==> src/include/smb_pkg.sv <==
// constants and types of the supply monitor and backup register block
package smb_pkg;

  // ==========================================================
  // bus geometry
  localparam int unsigned SMB_ADDR_W = 12;
  localparam int unsigned SMB_DATA_W = 32;

  // ==========================================================
  // register offsets
  localparam logic [11:0] SMB_OFS_DOMAIN_CTRL = 12'h104;
  localparam logic [11:0] SMB_OFS_MON_CSR = 12'h110;
  localparam logic [11:0] SMB_OFS_IRQ_STATUS = 12'h120;
  localparam logic [11:0] SMB_OFS_IRQ_MASK = 12'h124;
  localparam logic [11:0] SMB_OFS_BACKUP_FIRST = 12'h200;
  localparam logic [11:0] SMB_OFS_BACKUP_LAST = 12'h224;
  localparam int unsigned SMB_BACKUP_WORDS = 10;
  localparam int unsigned SMB_BACKUP_IDX_W = 4;

  // ==========================================================
  // field positions of the monitor control and status register
  localparam int unsigned SMB_BIT_LVD_SEL_HI = 22;
  localparam int unsigned SMB_BIT_LVD_EVT_WAKE = 21;
  localparam int unsigned SMB_BIT_LVD_IRQ_WAKE = 20;
  localparam int unsigned SMB_BIT_LVD_FLAG = 19;
  localparam int unsigned SMB_BIT_LVD_SEL_LO_HI = 18;
  localparam int unsigned SMB_BIT_LVD_SEL_LO_LO = 17;
  localparam int unsigned SMB_BIT_LVD_EN = 16;
  localparam int unsigned SMB_BIT_BOD_FLAG = 3;
  localparam int unsigned SMB_BIT_BOD_ACTION = 1;
  localparam int unsigned SMB_BIT_BOD_EN = 0;

  // domain control and interrupt fields
  localparam int unsigned SMB_BIT_SOFT_RESET = 0;
  localparam int unsigned SMB_IRQ_W = 2;
  localparam int unsigned SMB_IRQ_LVD = 0;
  localparam int unsigned SMB_IRQ_BOD = 1;

  // ==========================================================
  // reset values
  localparam logic [31:0] SMB_RST_WORD = 32'h0000_0000;
  localparam logic [1:0] SMB_RST_IRQ = 2'h0;
  localparam logic SMB_RST_BIT = 1'b0;

  // ==========================================================
  // software controls of the monitors
  typedef struct packed {
    logic lvd_sel_hi;
    logic low_volt_event_wake_enable;
    logic low_volt_irq_wake_enable;
    logic [1:0] lvd_sel_lo;
    logic low_volt_detect_enable;
    logic brownout_action_select;
    logic brownout_detector_enable;
  } smb_ctrl_t;

  localparam smb_ctrl_t SMB_RST_CTRL = '0;

  // outputs toward the analog comparators
  typedef struct packed {
    logic [2:0] lvd_level_sel;
    logic lvd_enable;
    logic bod_enable;
  } smb_analog_t;

endpackage : smb_pkg

==> src/design/smb_top.sv <==
// supply monitor control and battery-backed backup registers
//
// Chosen here: the plain strobed port.
`timescale 1ns/1ns

// Notes on behaviour
// - with the low-voltage enable at bit 16 set, a drop of the analog rail below threshold sets the low-voltage flag and its interrupt status bit.
// - the read-only brown-out flag at bit 3 is 1 while the main rail is at or below threshold.
// - the action select at bit 1 picks whole-chip reset (0) or interrupt (1) on brown-out.
// - the brown-out detector works only while its enable at bit 0 is 1.
// - ten read/write 32-bit backup words sit at word offsets 0x200 through 0x224.
// - backup words clear to zero only on a backup domain reset or a write of 1 to the domain soft reset bit.
// - backup words keep their values while the core rail is off.
// - the low-voltage flag at bit 19 gives an interrupt if irq wake is on, else an event if event wake is on.
// - the threshold select has its top bit at 22 and its low bits at 18 to 17.
// - writing 1 to the domain soft reset bit resets every backup domain register.
module smb_top
  import smb_pkg::*;
(
  // clock and backup domain reset
  input wire logic sys_clk_i,
  input wire logic sys_rst_i,
  // register port
  input wire logic [SMB_ADDR_W-1:0] addr_i,
  input wire logic [SMB_DATA_W-1:0] wdata_i,
  input wire logic wr_i,
  input wire logic rd_i,
  output logic [SMB_DATA_W-1:0] rdata_o,
  // analog comparators and core rail status
  input wire logic lvd_below_i,
  input wire logic bod_below_i,
  input wire logic core_supply_off_i,
  // controls toward the analog monitors
  output smb_analog_t analog_o,
  // system responses
  output logic low_volt_event_o,
  output logic low_volt_irq_o,
  output logic low_volt_wake_o,
  output logic brownout_reset_o,
  output logic irq_o
);

  // ==========================================================
  // declarations
  smb_ctrl_t ctrl;
  logic [SMB_DATA_W-1:0] backup_word [SMB_BACKUP_WORDS];
  logic [SMB_IRQ_W-1:0] irq_status;
  logic [SMB_IRQ_W-1:0] irq_mask;
  logic [SMB_IRQ_W-1:0] irq_set;
  logic lvd_sync;
  logic bod_sync;
  logic core_off_sync;
  logic low_volt_flag;
  logic brownout_flag;
  logic low_volt_flag_d;
  logic brownout_flag_d;
  logic lvd_rise;
  logic bod_rise;
  logic bus_ok;
  logic wr_ok;
  logic rd_ok;
  logic soft_reset;
  logic hit_ctrl;
  logic hit_csr;
  logic hit_status;
  logic hit_mask;
  logic hit_backup;
  logic [SMB_ADDR_W-1:0] backup_ofs;
  logic [SMB_BACKUP_IDX_W-1:0] backup_idx;
  logic [SMB_DATA_W-1:0] csr_value;
  logic [SMB_DATA_W-1:0] next_rdata;

  // ==========================================================
  // input synchronisers
  smb_sync2 u_sync_lvd (
    .sys_clk_i(sys_clk_i),
    .sys_rst_i(sys_rst_i),
    .async_i(lvd_below_i),
    .sync_o(lvd_sync)
  );

  smb_sync2 u_sync_bod (
    .sys_clk_i(sys_clk_i),
    .sys_rst_i(sys_rst_i),
    .async_i(bod_below_i),
    .sync_o(bod_sync)
  );

  smb_sync2 u_sync_core (
    .sys_clk_i(sys_clk_i),
    .sys_rst_i(sys_rst_i),
    .async_i(core_supply_off_i),
    .sync_o(core_off_sync)
  );

  // ==========================================================
  // address decode
  // accesses from a powered-down core are dropped
  assign bus_ok = ~core_off_sync;
  assign wr_ok = wr_i & bus_ok;
  assign rd_ok = rd_i & bus_ok;

  assign hit_ctrl = (addr_i == SMB_OFS_DOMAIN_CTRL);
  assign hit_csr = (addr_i == SMB_OFS_MON_CSR);
  assign hit_status = (addr_i == SMB_OFS_IRQ_STATUS);
  assign hit_mask = (addr_i == SMB_OFS_IRQ_MASK);

  // word aligned window of the backup words
  assign hit_backup = (addr_i >= SMB_OFS_BACKUP_FIRST)
                    && (addr_i <= SMB_OFS_BACKUP_LAST)
                    && (addr_i[1:0] == 2'h0);
  assign backup_ofs = addr_i - SMB_OFS_BACKUP_FIRST;
  assign backup_idx = backup_ofs[SMB_BACKUP_IDX_W+1:2];

  // self clearing: acts in the cycle of the write only
  assign soft_reset = wr_ok & hit_ctrl & wdata_i[SMB_BIT_SOFT_RESET];

  // ==========================================================
  // monitor control register
  always_ff @(posedge sys_clk_i or posedge sys_rst_i) begin
    if (sys_rst_i) begin
      ctrl <= SMB_RST_CTRL;
    end else if (soft_reset) begin
      ctrl <= SMB_RST_CTRL;
    end else if (wr_ok && hit_csr) begin
      ctrl.lvd_sel_hi <= wdata_i[SMB_BIT_LVD_SEL_HI];
      ctrl.low_volt_event_wake_enable <= wdata_i[SMB_BIT_LVD_EVT_WAKE];
      ctrl.low_volt_irq_wake_enable <= wdata_i[SMB_BIT_LVD_IRQ_WAKE];
      ctrl.lvd_sel_lo <= wdata_i[SMB_BIT_LVD_SEL_LO_HI:SMB_BIT_LVD_SEL_LO_LO];
      ctrl.low_volt_detect_enable <= wdata_i[SMB_BIT_LVD_EN];
      ctrl.brownout_action_select <= wdata_i[SMB_BIT_BOD_ACTION];
      ctrl.brownout_detector_enable <= wdata_i[SMB_BIT_BOD_EN];
    end
  end

  // ==========================================================
  // monitor flags
  // a disabled detector shows no condition
  always_ff @(posedge sys_clk_i or posedge sys_rst_i) begin
    if (sys_rst_i) begin
      low_volt_flag <= SMB_RST_BIT;
      brownout_flag <= SMB_RST_BIT;
    end else if (soft_reset) begin
      low_volt_flag <= SMB_RST_BIT;
      brownout_flag <= SMB_RST_BIT;
    end else begin
      low_volt_flag <= lvd_sync & ctrl.low_volt_detect_enable;
      brownout_flag <= bod_sync & ctrl.brownout_detector_enable;
    end
  end

  // previous flags for rise detection
  always_ff @(posedge sys_clk_i or posedge sys_rst_i) begin
    if (sys_rst_i) begin
      low_volt_flag_d <= SMB_RST_BIT;
      brownout_flag_d <= SMB_RST_BIT;
    end else begin
      low_volt_flag_d <= low_volt_flag;
      brownout_flag_d <= brownout_flag;
    end
  end

  assign lvd_rise = low_volt_flag & ~low_volt_flag_d;
  assign bod_rise = brownout_flag & ~brownout_flag_d;

  // ==========================================================
  // system responses
  // event pulse only when irq wake is off
  always_ff @(posedge sys_clk_i or posedge sys_rst_i) begin
    if (sys_rst_i) begin
      low_volt_event_o <= SMB_RST_BIT;
    end else begin
      low_volt_event_o <= lvd_rise
                        & ctrl.low_volt_event_wake_enable
                        & ~ctrl.low_volt_irq_wake_enable;
    end
  end

  // level request toward the core interrupt controller
  always_ff @(posedge sys_clk_i or posedge sys_rst_i) begin
    if (sys_rst_i) begin
      low_volt_irq_o <= SMB_RST_BIT;
    end else begin
      low_volt_irq_o <= low_volt_flag & ctrl.low_volt_irq_wake_enable;
    end
  end

  // regulator wake while the condition stands
  always_ff @(posedge sys_clk_i or posedge sys_rst_i) begin
    if (sys_rst_i) begin
      low_volt_wake_o <= SMB_RST_BIT;
    end else begin
      low_volt_wake_o <= low_volt_flag & ctrl.low_volt_event_wake_enable;
    end
  end

  // whole chip reset while brown-out stands and reset action chosen
  always_ff @(posedge sys_clk_i or posedge sys_rst_i) begin
    if (sys_rst_i) begin
      brownout_reset_o <= SMB_RST_BIT;
    end else begin
      brownout_reset_o <= brownout_flag & ~ctrl.brownout_action_select;
    end
  end

  // analog controls follow the register one cycle later
  always_ff @(posedge sys_clk_i or posedge sys_rst_i) begin
    if (sys_rst_i) begin
      analog_o <= '0;
    end else begin
      analog_o.lvd_level_sel <= {ctrl.lvd_sel_hi, ctrl.lvd_sel_lo};
      analog_o.lvd_enable <= ctrl.low_volt_detect_enable;
      analog_o.bod_enable <= ctrl.brownout_detector_enable;
    end
  end

  // ==========================================================
  // interrupt status and mask
  assign irq_set[SMB_IRQ_LVD] = lvd_rise;
  assign irq_set[SMB_IRQ_BOD] = bod_rise & ctrl.brownout_action_select;

  // write one clears; a new event wins over the clear
  always_ff @(posedge sys_clk_i or posedge sys_rst_i) begin
    if (sys_rst_i) begin
      irq_status <= SMB_RST_IRQ;
    end else if (soft_reset) begin
      irq_status <= SMB_RST_IRQ;
    end else if (wr_ok && hit_status) begin
      irq_status <= (irq_status & ~wdata_i[SMB_IRQ_W-1:0]) | irq_set;
    end else begin
      irq_status <= irq_status | irq_set;
    end
  end

  always_ff @(posedge sys_clk_i or posedge sys_rst_i) begin
    if (sys_rst_i) begin
      irq_mask <= SMB_RST_IRQ;
    end else if (soft_reset) begin
      irq_mask <= SMB_RST_IRQ;
    end else if (wr_ok && hit_mask) begin
      irq_mask <= wdata_i[SMB_IRQ_W-1:0];
    end
  end

  assign irq_o = |(irq_status & irq_mask);

  // ==========================================================
  // backup words
  // cleared only by the domain reset or its software form
  always_ff @(posedge sys_clk_i or posedge sys_rst_i) begin
    if (sys_rst_i) begin
      for (int i = 0; i < SMB_BACKUP_WORDS; i++) begin
        backup_word[i] <= SMB_RST_WORD;
      end
    end else if (soft_reset) begin
      for (int i = 0; i < SMB_BACKUP_WORDS; i++) begin
        backup_word[i] <= SMB_RST_WORD;
      end
    end else if (wr_ok && hit_backup) begin
      backup_word[backup_idx] <= wdata_i;
    end
  end

  // ==========================================================
  // read path
  always_comb begin
    csr_value = '0;
    csr_value[SMB_BIT_LVD_SEL_HI] = ctrl.lvd_sel_hi;
    csr_value[SMB_BIT_LVD_EVT_WAKE] = ctrl.low_volt_event_wake_enable;
    csr_value[SMB_BIT_LVD_IRQ_WAKE] = ctrl.low_volt_irq_wake_enable;
    csr_value[SMB_BIT_LVD_FLAG] = low_volt_flag;
    csr_value[SMB_BIT_LVD_SEL_LO_HI:SMB_BIT_LVD_SEL_LO_LO] = ctrl.lvd_sel_lo;
    csr_value[SMB_BIT_LVD_EN] = ctrl.low_volt_detect_enable;
    csr_value[SMB_BIT_BOD_FLAG] = brownout_flag;
    csr_value[SMB_BIT_BOD_ACTION] = ctrl.brownout_action_select;
    csr_value[SMB_BIT_BOD_EN] = ctrl.brownout_detector_enable;
  end

  // unmapped addresses and the soft reset bit read as zero
  always_comb begin
    next_rdata = '0;
    if (rd_ok) begin
      if (hit_csr) begin
        next_rdata = csr_value;
      end else if (hit_status) begin
        next_rdata[SMB_IRQ_W-1:0] = irq_status;
      end else if (hit_mask) begin
        next_rdata[SMB_IRQ_W-1:0] = irq_mask;
      end else if (hit_backup) begin
        next_rdata = backup_word[backup_idx];
      end
    end
  end

  // data stand one cycle, zero otherwise
  always_ff @(posedge sys_clk_i or posedge sys_rst_i) begin
    if (sys_rst_i) begin
      rdata_o <= SMB_RST_WORD;
    end else begin
      rdata_o <= next_rdata;
    end
  end

endmodule : smb_top

==> src/design/smb_sync2.sv <==
// two flip-flop level synchroniser
`timescale 1ns/1ns
module smb_sync2
  import smb_pkg::*;
(
  // clock and reset
  input wire logic sys_clk_i,
  input wire logic sys_rst_i,
  // level in and out
  input wire logic async_i,
  output logic sync_o
);

  logic stage_one;

  // first stage feeds only the second
  always_ff @(posedge sys_clk_i or posedge sys_rst_i) begin
    if (sys_rst_i) begin
      stage_one <= SMB_RST_BIT;
      sync_o <= SMB_RST_BIT;
    end else begin
      stage_one <= async_i;
      sync_o <= stage_one;
    end
  end

endmodule : smb_sync2

==> config.mk <==
export PLATFORM = sky130hd
export DESIGN_NAME = smb_top
export DESIGN_NICKNAME = d
export VERILOG_FILES = /design/src/include/smb_pkg.sv /design/src/design/smb_top.sv /design/src/design/smb_sync2.sv
export SDC_FILE = /design/constraint.sdc
export NUM_CORES = 1
export LEC_CHECK = 0
export ABC_CLOCK_PERIOD_IN_PS = 19800
export BUFFER_PORTS_ARGS = -buffer_cell sky130_fd_sc_hd__buf_2
export CORE_ASPECT_RATIO = 0.8
export CORE_UTILIZATION = 45
export CTS_CLUSTER_SIZE = 28
export DETAILED_ROUTE_END_ITERATION = 6
export GPL_TIMING_DRIVEN = 0
export HOLD_SLACK_MARGIN = 0.06
export PLACE_DENSITY = 0.64
export RECOVER_POWER = 50
export SLEW_MARGIN = 15
export SYNTH_ARGS = -nofsm -noshare
export SYNTH_HDL_FRONTEND = slang
export SYNTH_SLANG_ARGS = --single-unit
==> constraint.sdc <==
create_clock -name sys_clk_i -period 19.8 [get_ports sys_clk_i]
set_input_delay 3.96 -clock sys_clk_i [delete_from_list [all_inputs] [get_ports sys_clk_i]]
set_output_delay 3.96 -clock sys_clk_i [all_outputs]
set_load 0.02 [all_outputs]
# == Word-level counts from Yosys, hierarchy flattened ==
# Cells that the tools add are included.
# totals
register_bits,383
# op_classes
n_eq_ne,4
reduce_logical,12
n_bitwise,25
addsub,1
n_lt_le_gt_ge,4
n_mux,23
# op_table
op,n
$mux W320,2
$bwmux W320,1
$mux W32,6
$bmux W32 S4,1
$demux W32 S4,1
$mux W30,2
$eq A12 B9 Y1 const B,4
$mux W8,2
$and A1 B1 Y1,14
$ge A12 B10 Y1 const B,1
$le A12 B10 Y1 const B,1
$mux W2,6
$logic_and A1 B1 Y1,7
$reduce_bool A2 Y1,3
$sub A6 B1 Y6 const B,1
$ge A5 B5 Y1 const B,1
$lt A5 B1 Y1 const B,1
$not A1 Y1,5
$not A4 Y5,1
$and A2 B2 Y2,2
$or A2 B2 Y2,2
$logic_not A2 Y1,1
$mux W1,2
$not A2 Y2,1
$reduce_or A2 Y1,1

# == Depth between registers and ports, before layout ==
# Gate-level depths: netlist of run 1.
# logic_depth
ltp_word,10
mapped_depth,8
depth_no_buf,4

# == Hierarchy ==
# Synthesis of run 1 repeated with hierarchy kept, for this count alone.
# unflattened
cells_unflattened,1555
hier_area_um2,18118.6
# modules_own_cells
module,area_each_um2,n_inst,cells_per_inst,seq_area_each_um2
smb_top,17957.2,1,1546,9434.0
smb_sync2,53.8,3,3,50.0

# == Worst setup path before layout of run 1 ==
# OpenSTA, ideal clock, no wires.
# synth_path
path_kind,input to register
startpoint,in addr_i[7]
endpoint,reg backup_word[80] (netlist name)
slack_ns,14.297
path_buffers,3
stages,7
arrival_ns,5.369
path_cell_list,nor4_4 > nand3_2 > buf_6 > buf_6 > buf_2 > o21ai_2 > mux2i_1
# synth_via
elab_chain_cells,5
elab_cells_between_ends,10
cone_classes,order compare (2); eq/ne (1); mux (1); bitwise (2); reduce/logical (4)
# synth_rtl
element,line,rtl
"start, declared",smb_top.sv:24,"input wire logic [SMB_ADDR_W-1:0] addr_i,"
$ge A12 B10 Y1 or $le A12 B10 Y1 (tied branches),"smb_top.sv:109, smb_top.sv:110",
$logic_and A1 B1 Y1,smb_top.sv:110,&& (addr_i <= SMB_OFS_BACKUP_LAST)
$logic_and A1 B1 Y1,smb_top.sv:111,&& (addr_i[1:0] == 2'h0);
$logic_and A1 B1 Y1,smb_top.sv:259,end else if (wr_ok && hit_backup) begin
$reduce_bool A2 Y1 (no source line),-,
"end signal, assigned by index",smb_top.sv:260,backup_word[backup_idx] <= wdata_i;
"end, declared",smb_top.sv:46,logic [SMB_DATA_W-1:0] backup_word [SMB_BACKUP_WORDS];
# Parallel ways exist; a longest one is shown, timed or not.
# A chain may end at the register's enable or synchronous reset.

==> qor.yml, run 1 <==
outcome: "finished, violations left"
failed_checks: "max-capacitance violations, max-slew violations"
yosys-top-cells-area: "dfrtp_1 (51%), mux2i_1 (15%), o21ai_0 (8.3%), mux4_2 (6.1%), a21oi_1 (2.7%)"
syn_avg_cell_area_um2: 11.31
required_ns: 19.30
multiInputGateArea_um2: 8262
syn_nets: 1708
power_uw: 1693
yosys.area.top_type: "dfrtp_1"
h-tree-depth: 2
ctsResizeCount: 0
hold_path_class: "register to register"
power.density_nw_per_um2: 79.58
rsz0062_at_grt: "false"
nNetsFinal: 1846
clockRootBuffer: "clkbuf_16"
start_util_pct: 45.84
worstPathArrival_ns: 10.07
drtAntennaViolNets: 0
clk_pin_slew_worst_paths_ns: 0.06
port_buffers: 91
wire_per_inst_um: 25.93
synth_top_area_share_pct: 51.15
gp_congestion: 0.9442
wl_mm: 61.42
numCtsBuffers: 42
cts_tree: "done"
ctsHoldBuffers: 0
crit_type: "primary input to async pin"
synth_edf_count: 0
dp.cells: 2295
vias: 14950
die_y_um: 184.5
yosysSeqAreaShare_pct: 51.15
period_needed_ns: 10.57
yosysMostFrequentCell: "dfrtp_1"
finalSetupTns_ns: 0
die_area_um2: 42460
ys_seq_elements: 383
grt_max_degree: 108
finClkSkew_ns: 0.01630
fmax_mhz: 94.59
dp.final_hpwl_mm: 44.53
grt_pass1_wl_mm: 93.35
endpoint_kind: "async pin"
fin_crit_sh_pct: 53.39
async_flop_share_pct: 100.0
slew_headroom_pct: -228.0
p_leak_uw: 0.01063
n_fill_cell: 3652
ys.flop_type: "dfrtp_1"
ir_worst_vdd_v: 0.00005472
areaGrowthSynthToFinish_pct: 13.54
num_rows: 66
drtIter0Drc: 1569
grt_usage_pct: 29.21
firstDrtPassIters: 6
setup-violations-final: 0
synth_common_cells: "dfrtp_1 (383), o21ai_0 (309), mux2i_1 (280), a21oi_1 (102), nand3_1 (98)"
worst_slew_pin_slew_ns: 4.920
crit_path_start_kind: "primary input"
layout-drive-gt1-share_pct: 16.27
num_antenna_cells: 0
path_max_fanout: 95
fp.coreArea_um2: 40880
yosysWarnings: 0
clk_latency_ns: 0.58
ctsLongestPathBuffers: 3
fin_cells: 2369
overflow: 0
drc_errors: 0
pin_count: 93
syn_inst: 1657
hold_viol_final: 0
grt_pass1_vias: 15040
maxCapViolations: 3
die_x_um: 230.1
slew_viol_final: 281
ys_types: 58
postCtsSetupRepairBufs: 0
syn_area_um2: 18740
grt_antenna_before_repair: 1
via_per_inst: 6.309
regArea_um2: 9584
cts_num_sinks: 383
-- critical path: stages --
cell and delay, ns:
buf_2 0.10, clkinvlp_2 2.28, clkbuf_1 3.57
-- worst paths after layout --
kind	startpoint	cells after the start	slack, ns	to
max in group sys_clk_i	addr_i[5]	7	13.83	backup_word[71]
worst max-delay path	sys_rst_i	3	9.23	rdata_o[3]
min in group asynchronous	sys_rst_i	2	4.62	rdata_o[10]
worst max register to register	u_sync_core.sync_o	5	17.20	backup_word[71]
worst min-delay path	u_sync_core.stage_one	0	0.35	u_sync_core.sync_o
worst min register to register	u_sync_core.stage_one	0	0.35	u_sync_core.sync_o
-- cell usage in the layout, fill, tap and decap left out, types with 4 or more instances in the layout --
cell and instances:
nor2_1 11, bufinv_16 5, o22ai_1 11, buf_6 8, clkbuf_1 147, mux4_2 51
dfrtp_1 383, clkbuf_8 7, mux2i_1 280, nor2b_1 12, o21ai_2 30, a32o_1 4
nand3_1 98, nand2_1 7, a21oi_1 102, o21ai_0 309, o21ai_1 63, nand2b_1 6
clkbuf_16 42, buf_2 117, o32ai_1 7, buf_4 9, or2_2 4, inv_1 10
a2111oi_0 4, o211a_1 22, o211ai_1 4
-- kinds of logic (layout without fill, tap and decap cells) --
group | count (synthesis) | in the layout | share of synthesized area [%]
buf+inv | 190 | 358 | 4.755
flops | 383 | 383 | 51.15
simple gates | 177 | 177 | 5.589
xor+xnor | 1 | 1 | 0.04675
compound gates | 574 | 574 | 17.31
mux | 332 | 332 | 21.15
-- per-layer routing --
metal	vias to the layer above	routed length, um	global-route usage (%)
li1	6389	-	-
met1	7661	27500	42.79
met2	790	26530	43.76
met3	106	6108	6.946
met4	0	1287	6.887
met5	-	0	0
-- registers in the layout, indices dropped and copies added, names as in the netlist, 2 cells and up --
name and cells:
analog_o 5, backup_word 320, csr_value 8, irq_mask 2, irq_status 2, rdata_o 32
-- area by class of cell --
class / instances / area share (%)
Inverter: 11 / 0.2000
Sequential cell: 383 / 45.05
Clock buffer: 59 / 5.570
Clock inverter: 15 / 1.082
Timing Repair Buffer: 94 / 2.064
Buffer: 179 / 3.994
Multi-Input combinational cell: 1084 / 38.84
Tap cell: 544 / 3.200
-- stage by stage --
step           hold slack [ns]  utilization, %  instance area, um2  worst slack, ns
2_1_floorplan           0.3312               -               18740            5.198
3_3_place_gp            0.3343           48.62               19870            1.000
3_5_place_dp            0.3347           48.84               19960            13.40
4_1_cts                 0.3485           52.30               21380            13.95
5_1_grt                 0.3681           52.04               21270            7.589
6_report                0.3471           52.04               21270            9.229
-- power by group --
group          internal [uW]  switching, uW
Clock                    484            336
Sequential               785          0.971
Combinational           21.2           66.0
Power figures use the tool's default switching activity.
==> inputs of run 2 (changes only) <==
- ABC_CLOCK_PERIOD_IN_PS: 19800 -> 10900
- clock period: 19.8 -> 10.9 ns (I/O delays scaled with it)
==> run 2 against run 1 <==
The flow still finishes with violations (max-capacitance violations, max-slew violations). Sequential share of layout area fell by 0.13 points. Die area did not move. Critical path depth rose by 4. Routed wire length rose by 0.94%. Combinational power rose by 86%. Utilization rose by 0.15 points. Design area rose by 0.29%. Worst setup slack got worse by 4.7 ns. Critical path type unchanged. Largest cell class unchanged.
==> qor.yml, run 2 (synthesis gave the netlist of run 1 again) <==
outcome: "finished, violations left"
failed_checks: "max-capacitance violations, max-slew violations"
crit_type: "primary input to async pin"
grt_pass1_vias: 15130  # +0.60%
fin_crit_sh_pct: 58.26
power_uw: 3024  # +79%
timing.rr.start: "u_sync_core.sync_o"
hold_viol_final: 0  # unchanged
endpoint_kind: "async pin"
fp.coreArea_um2: 40880  # unchanged
p_leak_uw: 0.01074  # +1.1%
n_fill_cell: 3627  # -0.68%
power.density_nw_per_um2: 141.7  # +78%
grt_antenna_before_repair: 0  # -1
clk_pin_slew_worst_paths_ns: 0.06  # about the same
numCtsBuffers: 42  # unchanged
clk_latency_ns: 0.56  # -0.02 ns
drc_errors: 0  # unchanged
critPathMaxStageDelay_ns: 1.46  # -2.11 ns
grt_pass1_wl_mm: 94.83  # +1.6%
layout_commonest_cell: "dfrtp_1"
setup-violations-final: 0  # unchanged
path_delay_family: "buffers and inverters"
firstDrtPassIters: 6  # unchanged
slew_headroom_pct: -30.50  # +200 points
rrSetupSlack_ns: 8.26  # -8.94 ns
required_ns: 11.66  # -7.64 ns
hold_depth: 0  # unchanged
slew_viol_final: 195  # -31%
wl_mm: 62.00  # +0.94%
overflow: 0  # unchanged
worstPathCellList: "buf_2, clkinvlp_2, clkbuf_1, clkbuf_1, clkbuf_1, buf_12, buf_16"
holdPathEnd: "u_sync_core.sync_o"
die_y_um: 184.5  # unchanged
cp_common_cell: "clkbuf_1"
die_area_um2: 42460  # unchanged
vias: 15150  # +1.4%
grt_max_degree: 37  # -66%
regMostFlops: "backup_word"
cts_num_sinks: 383  # unchanged
via_per_inst: 6.368  # +0.94%
port_buffers: 91  # unchanged
cpMaxStageDelayCell: "clkbuf_1"
pin_count: 93  # unchanged
final_cell_mix: "dfrtp_1 (383), o21ai_0 (309), mux2i_1 (280)"
path_max_fanout: 33  # -65%
crit_path_start_kind: "primary input"
maxCapViolations: 6  # +3
postCtsSetupRepairBufs: 0  # unchanged
worstPathArrival_ns: 7.11  # -2.96 ns
h-tree-depth: 2  # unchanged
ctsHoldBuffers: 0  # unchanged
r2r-end: "backup_word[167]"
num_rows: 66  # unchanged
ir_worst_vdd_v: 0.0001184  # +120%
cts_tree: "done"
finalSetupTns_ns: 0  # unchanged
drtIter0Drc: 1536  # -2.1%
dp.final_hpwl_mm: 45.89  # +3.1%
fmax_mhz: 157.5
areaGrowthSynthToFinish_pct: 13.86
period_needed_ns: 6.350
drtAntennaViolNets: 0  # unchanged
start_util_pct: 45.84  # unchanged
clockRootBuffer: "clkbuf_16"
num_antenna_cells: 0  # unchanged
hold_start: "u_sync_core.stage_one"
gp_congestion: 0.9449  # about the same
largest_reg_flops: 320  # unchanged
worst_slew_pin_slew_ns: 1.958  # -2.962 ns
die_x_um: 230.1  # unchanged
rr_worst_depth: 5  # unchanged
nNetsFinal: 1856  # +0.54%
ctsResizeCount: 0  # unchanged
worst-path-buf-inv: 7  # +4
rsz0062_at_grt: "false"
wire_per_inst_um: 26.06  # +0.52%
hold_path_class: "register to register"
finClkSkew_ns: 0.02019  # +0.003896 ns
layout-drive-gt1-share_pct: 17.33  # +1.1 points
ctsLongestPathBuffers: 3  # unchanged
grt_usage_pct: 29.70  # +0.49 points
## run 2: cell types whose count changed in the layout (fill, tap and decap cells not counted)
| cell | previous run | this run |
|---|---|---|
| and2_1 | 3 | 2 |
| buf_12 | 0 | 2 |
| clkinv_8 | 1 | 0 |
| clkbuf_8 | 7 | 10 |
| buf_2 | 117 | 135 |
| bufinv_16 | 5 | 2 |
| inv_6 | 3 | 1 |
| buf_16 | 1 | 2 |
| clkbuf_16 | 42 | 43 |
| clkinvlp_4 | 3 | 0 |
| clkbuf_1 | 147 | 136 |
| clkinv_2 | 3 | 8 |
| and2_0 | 3 | 4 |
## run 2: worst max path at each step
stage / start / end / slack, ns / depth (start not counted)
6_report: sys_rst_i / csr_value[22] / 4.55 / 7
4_1_cts: addr_i[5] / backup_word[167] / 6.77 / 7
5_1_grt: sys_rst_i / backup_word[251] / 3.63 / 5
2_1_floorplan: sys_rst_i / analog_o[0] / 3.57 / 1
3_5_place_dp: addr_i[5] / backup_word[167] / 6.23 / 7
3_3_place_gp: sys_rst_i / analog_o[4] / 1.33 / 2
## run 2: power by group
part / internal [uW] / switching [uW]
Combinational: 41.3 / 121
Sequential: 1430 / 1.74
Clock: 838 / 596
Total: 2300 / 719
## run 2: final cells by class
| type | instances | area, um2 | area share, % |
|---|---|---|---|
| sequential | 383 | 9584 | 44.92 |
| multi-input combinational | 1084 | 8262 | 38.73 |
| clock buffer | 63 | 1251 | 5.865 |
| buffer | 179 | 849.6 | 3.982 |
| tap | 544 | 680.7 | 3.190 |
| timing repair buffer | 104 | 555.5 | 2.604 |
| clock inverter | 11 | 108.9 | 0.5102 |
| inverter | 11 | 42.54 | 0.1994 |
## run 2: per-layer routing
metal	wire length [um]	global-route usage (%)	vias up	share of wire (%)
li1	-	-	6404	-
met2	27350	44.64	815	44
met3	6566	7.689	106	11
met4	1253	7.126	0	2.0
met1	26830	42.92	7825	43
met5	0	0	-	0
## run 2: stage by stage
step | instance area (um2) | util [%] | hold WS [ns] | instances | setup slack (ns)
4_1_cts | 21520 | 52.64 | 0.3486 | 2379 | 6.767
2_1_floorplan | 18740 | - | 0.3312 | 1657 | 3.572
5_1_grt | 21330 | 52.19 | 0.3544 | 2379 | 3.634
3_5_place_dp | 20160 | 49.32 | 0.3355 | 2305 | 6.227
6_report | 21330 | 52.19 | 0.3492 | 2379 | 4.550
3_3_place_gp | 19880 | 48.63 | 0.3325 | 2292 | 1.335
==> inputs of run 3 (changes only) <==
- ABC_CLOCK_PERIOD_IN_PS: 10900 -> 6600
- clock period: 10.9 -> 6.6 ns (I/O delays scaled with it)
==> run 3 against run 2 <==
The run still ends with max-capacitance violations, max-slew violations left. Critical path type unchanged. Sequential share of layout area fell by 0.17 points. Via count shrank 0.39%. Largest power group is now clock. Cell count unchanged. Utilization up 0.20 points.
==> qor.yml, run 3 (synthesis gave the netlist of run 1 again) <==
outcome: "finished, violations left"
failed_checks: "max-capacitance violations, max-slew violations"
n_fill_cell: 3612  # -0.41%
worstPathArrival_ns: 5.15  # -1.96 ns
layout-drive-gt1-share_pct: 17.60  # +0.27 points
endpoint_kind: "async pin"
die_x_um: 230.1  # unchanged
hold_path_class: "register to register"
gp_congestion: 0.9449  # unchanged
hold_start: "u_sync_core.stage_one"
nNetsFinal: 1856  # unchanged
num_antenna_cells: 0  # unchanged
hold_depth: 0  # unchanged
rrSetupSlack_ns: 3.94  # -4.32 ns
ir_worst_vdd_v: 0.0001954  # +65%
fp.coreArea_um2: 40880  # unchanged
grt_pass1_wl_mm: 94.83  # unchanged
fin_crit_sh_pct: 66.50
timing.rr.start: "u_sync_core.sync_o"
power.density_nw_per_um2: 233.4  # +65%
grt_pass1_vias: 15130  # unchanged
maxCapViolations: 3  # -3
rsz0062_at_grt: "false"
crit_type: "primary input to async pin"
die_area_um2: 42460  # unchanged
via_per_inst: 6.343  # -0.39%
h-tree-depth: 2  # unchanged
grt_usage_pct: 29.70  # unchanged
port_buffers: 91  # unchanged
die_y_um: 184.5  # unchanged
wire_per_inst_um: 26.04  # about the same
dp.final_hpwl_mm: 45.89  # unchanged
power_uw: 4997  # +65%
hold_viol_final: 0  # unchanged
setup_ws_ns: 2.211  # -2.339 ns
drc_errors: 0  # unchanged
holdPathEnd: "u_sync_core.sync_o"
regMostFlops: "backup_word"
r2r-end: "backup_word[167]"
required_ns: 7.36  # -4.30 ns
ctsHoldBuffers: 0  # unchanged
path_max_fanout: 33  # unchanged
overflow: 0  # unchanged
postCtsSetupRepairBufs: 0  # unchanged
grt_max_degree: 37  # unchanged
worst_slew_pin_slew_ns: 1.842  # -0.1157 ns
dp_slack_ns: 2.787  # -3.440 ns
rr_worst_depth: 5  # unchanged
finClkSkew_ns: 0.02315  # +0.002955 ns
fmax_mhz: 227.8
cts_tree: "done"
num_rows: 66  # unchanged
clk_pin_slew_worst_paths_ns: 0.06  # about the same
numCtsBuffers: 42  # unchanged
clk_latency_ns: 0.56  # about the same
wl_mm: 61.96  # about the same
fin_hold_ws_ns: 0.3490  # -0.0002980 ns
drtIter0Drc: 1616  # +5.2%
vias: 15090  # -0.39%
final_cell_mix: "dfrtp_1 (383), o21ai_0 (309), mux2i_1 (280)"
ctsResizeCount: 0  # unchanged
clockRootBuffer: "clkbuf_16"
pin_count: 93  # unchanged
finalSetupTns_ns: 0  # unchanged
drtAntennaViolNets: 0  # unchanged
ctsLongestPathBuffers: 3  # unchanged
largest_reg_flops: 320  # unchanged
p_leak_uw: 0.01078  # +0.38%
crit_path_start_kind: "primary input"
period_needed_ns: 4.389
grt_antenna_before_repair: 0  # unchanged
cts_num_sinks: 383  # unchanged
areaGrowthSynthToFinish_pct: 14.30
firstDrtPassIters: 5  # -1
layout_commonest_cell: "dfrtp_1"
slew_headroom_pct: -22.79  # +7.7 points
start_util_pct: 45.84  # unchanged
setup-violations-final: 0  # unchanged
slew_viol_final: 87  # -55%
-- run 3: how the worst max path moves through the flow --
| stage | cells past startpoint | slack [ns] | to | startpoint |
|---|---|---|---|---|
| 2_1_floorplan | 1 | 0.13 | analog_o[0] | sys_rst_i |
| 3_3_place_gp | 2 | -2.11 | analog_o[4] | sys_rst_i |
| 3_5_place_dp | 7 | 2.79 | backup_word[167] | addr_i[5] |
| 4_1_cts | 7 | 3.33 | backup_word[167] | addr_i[5] |
| 5_1_grt | 7 | 1.61 | csr_value[22] | sys_rst_i |
| 6_report | 7 | 2.21 | csr_value[22] | sys_rst_i |
-- run 3: cell type report --
cell class	count	area [um2]	area share [%]
Multi-Input combinational cell	1084	8262	38.58
Tap cell	544	680.7	3.178
Clock buffer	63	1251	5.842
Sequential cell	383	9584	44.75
Inverter	11	42.54	0.1986
Timing Repair Buffer	104	636.9	2.974
Clock inverter	11	108.9	0.5083
Buffer	179	849.6	3.967
-- run 3: critical path, cell delays in order --
cell and delay (ns):
buf_2 0.10, clkinvlp_2 0.59, clkbuf_1 0.91, clkbuf_1 1.39
buf_12 0.32, buf_12 0.24, buf_16 0.19
-- run 3: metrics by stage --
| stage | area [um2] | util, % | instances |
|---|---|---|---|
| after global routing | 21420 | 52.39 | 2379 |
| after detailed placement | 20160 | 49.32 | 2305 |
| after global placement | 19880 | 48.63 | 2292 |
| after CTS | 21520 | 52.64 | 2379 |
| final | 21420 | 52.39 | 2379 |
| after floorplan | 18740 | - | 1657 |
-- run 3: layer usage --
| layer | up-vias | wire length, um | GRT usage (%) |
|---|---|---|---|
| met4 | 0 | 1176 | 7.126 |
| met2 | 818 | 27270 | 44.64 |
| met3 | 101 | 6573 | 7.689 |
| met5 | - | 0 | 0 |
| met1 | 7757 | 26940 | 42.92 |
| li1 | 6415 | - | - |
-- run 3: report_power, final --
group / internal, uW / switching, uW / leakage [uW]
combinational: 73.7 / 201 / 0.00480
clock: 1380 / 982 / 0.000678
sequential: 2350 / 2.89 / 0.00531
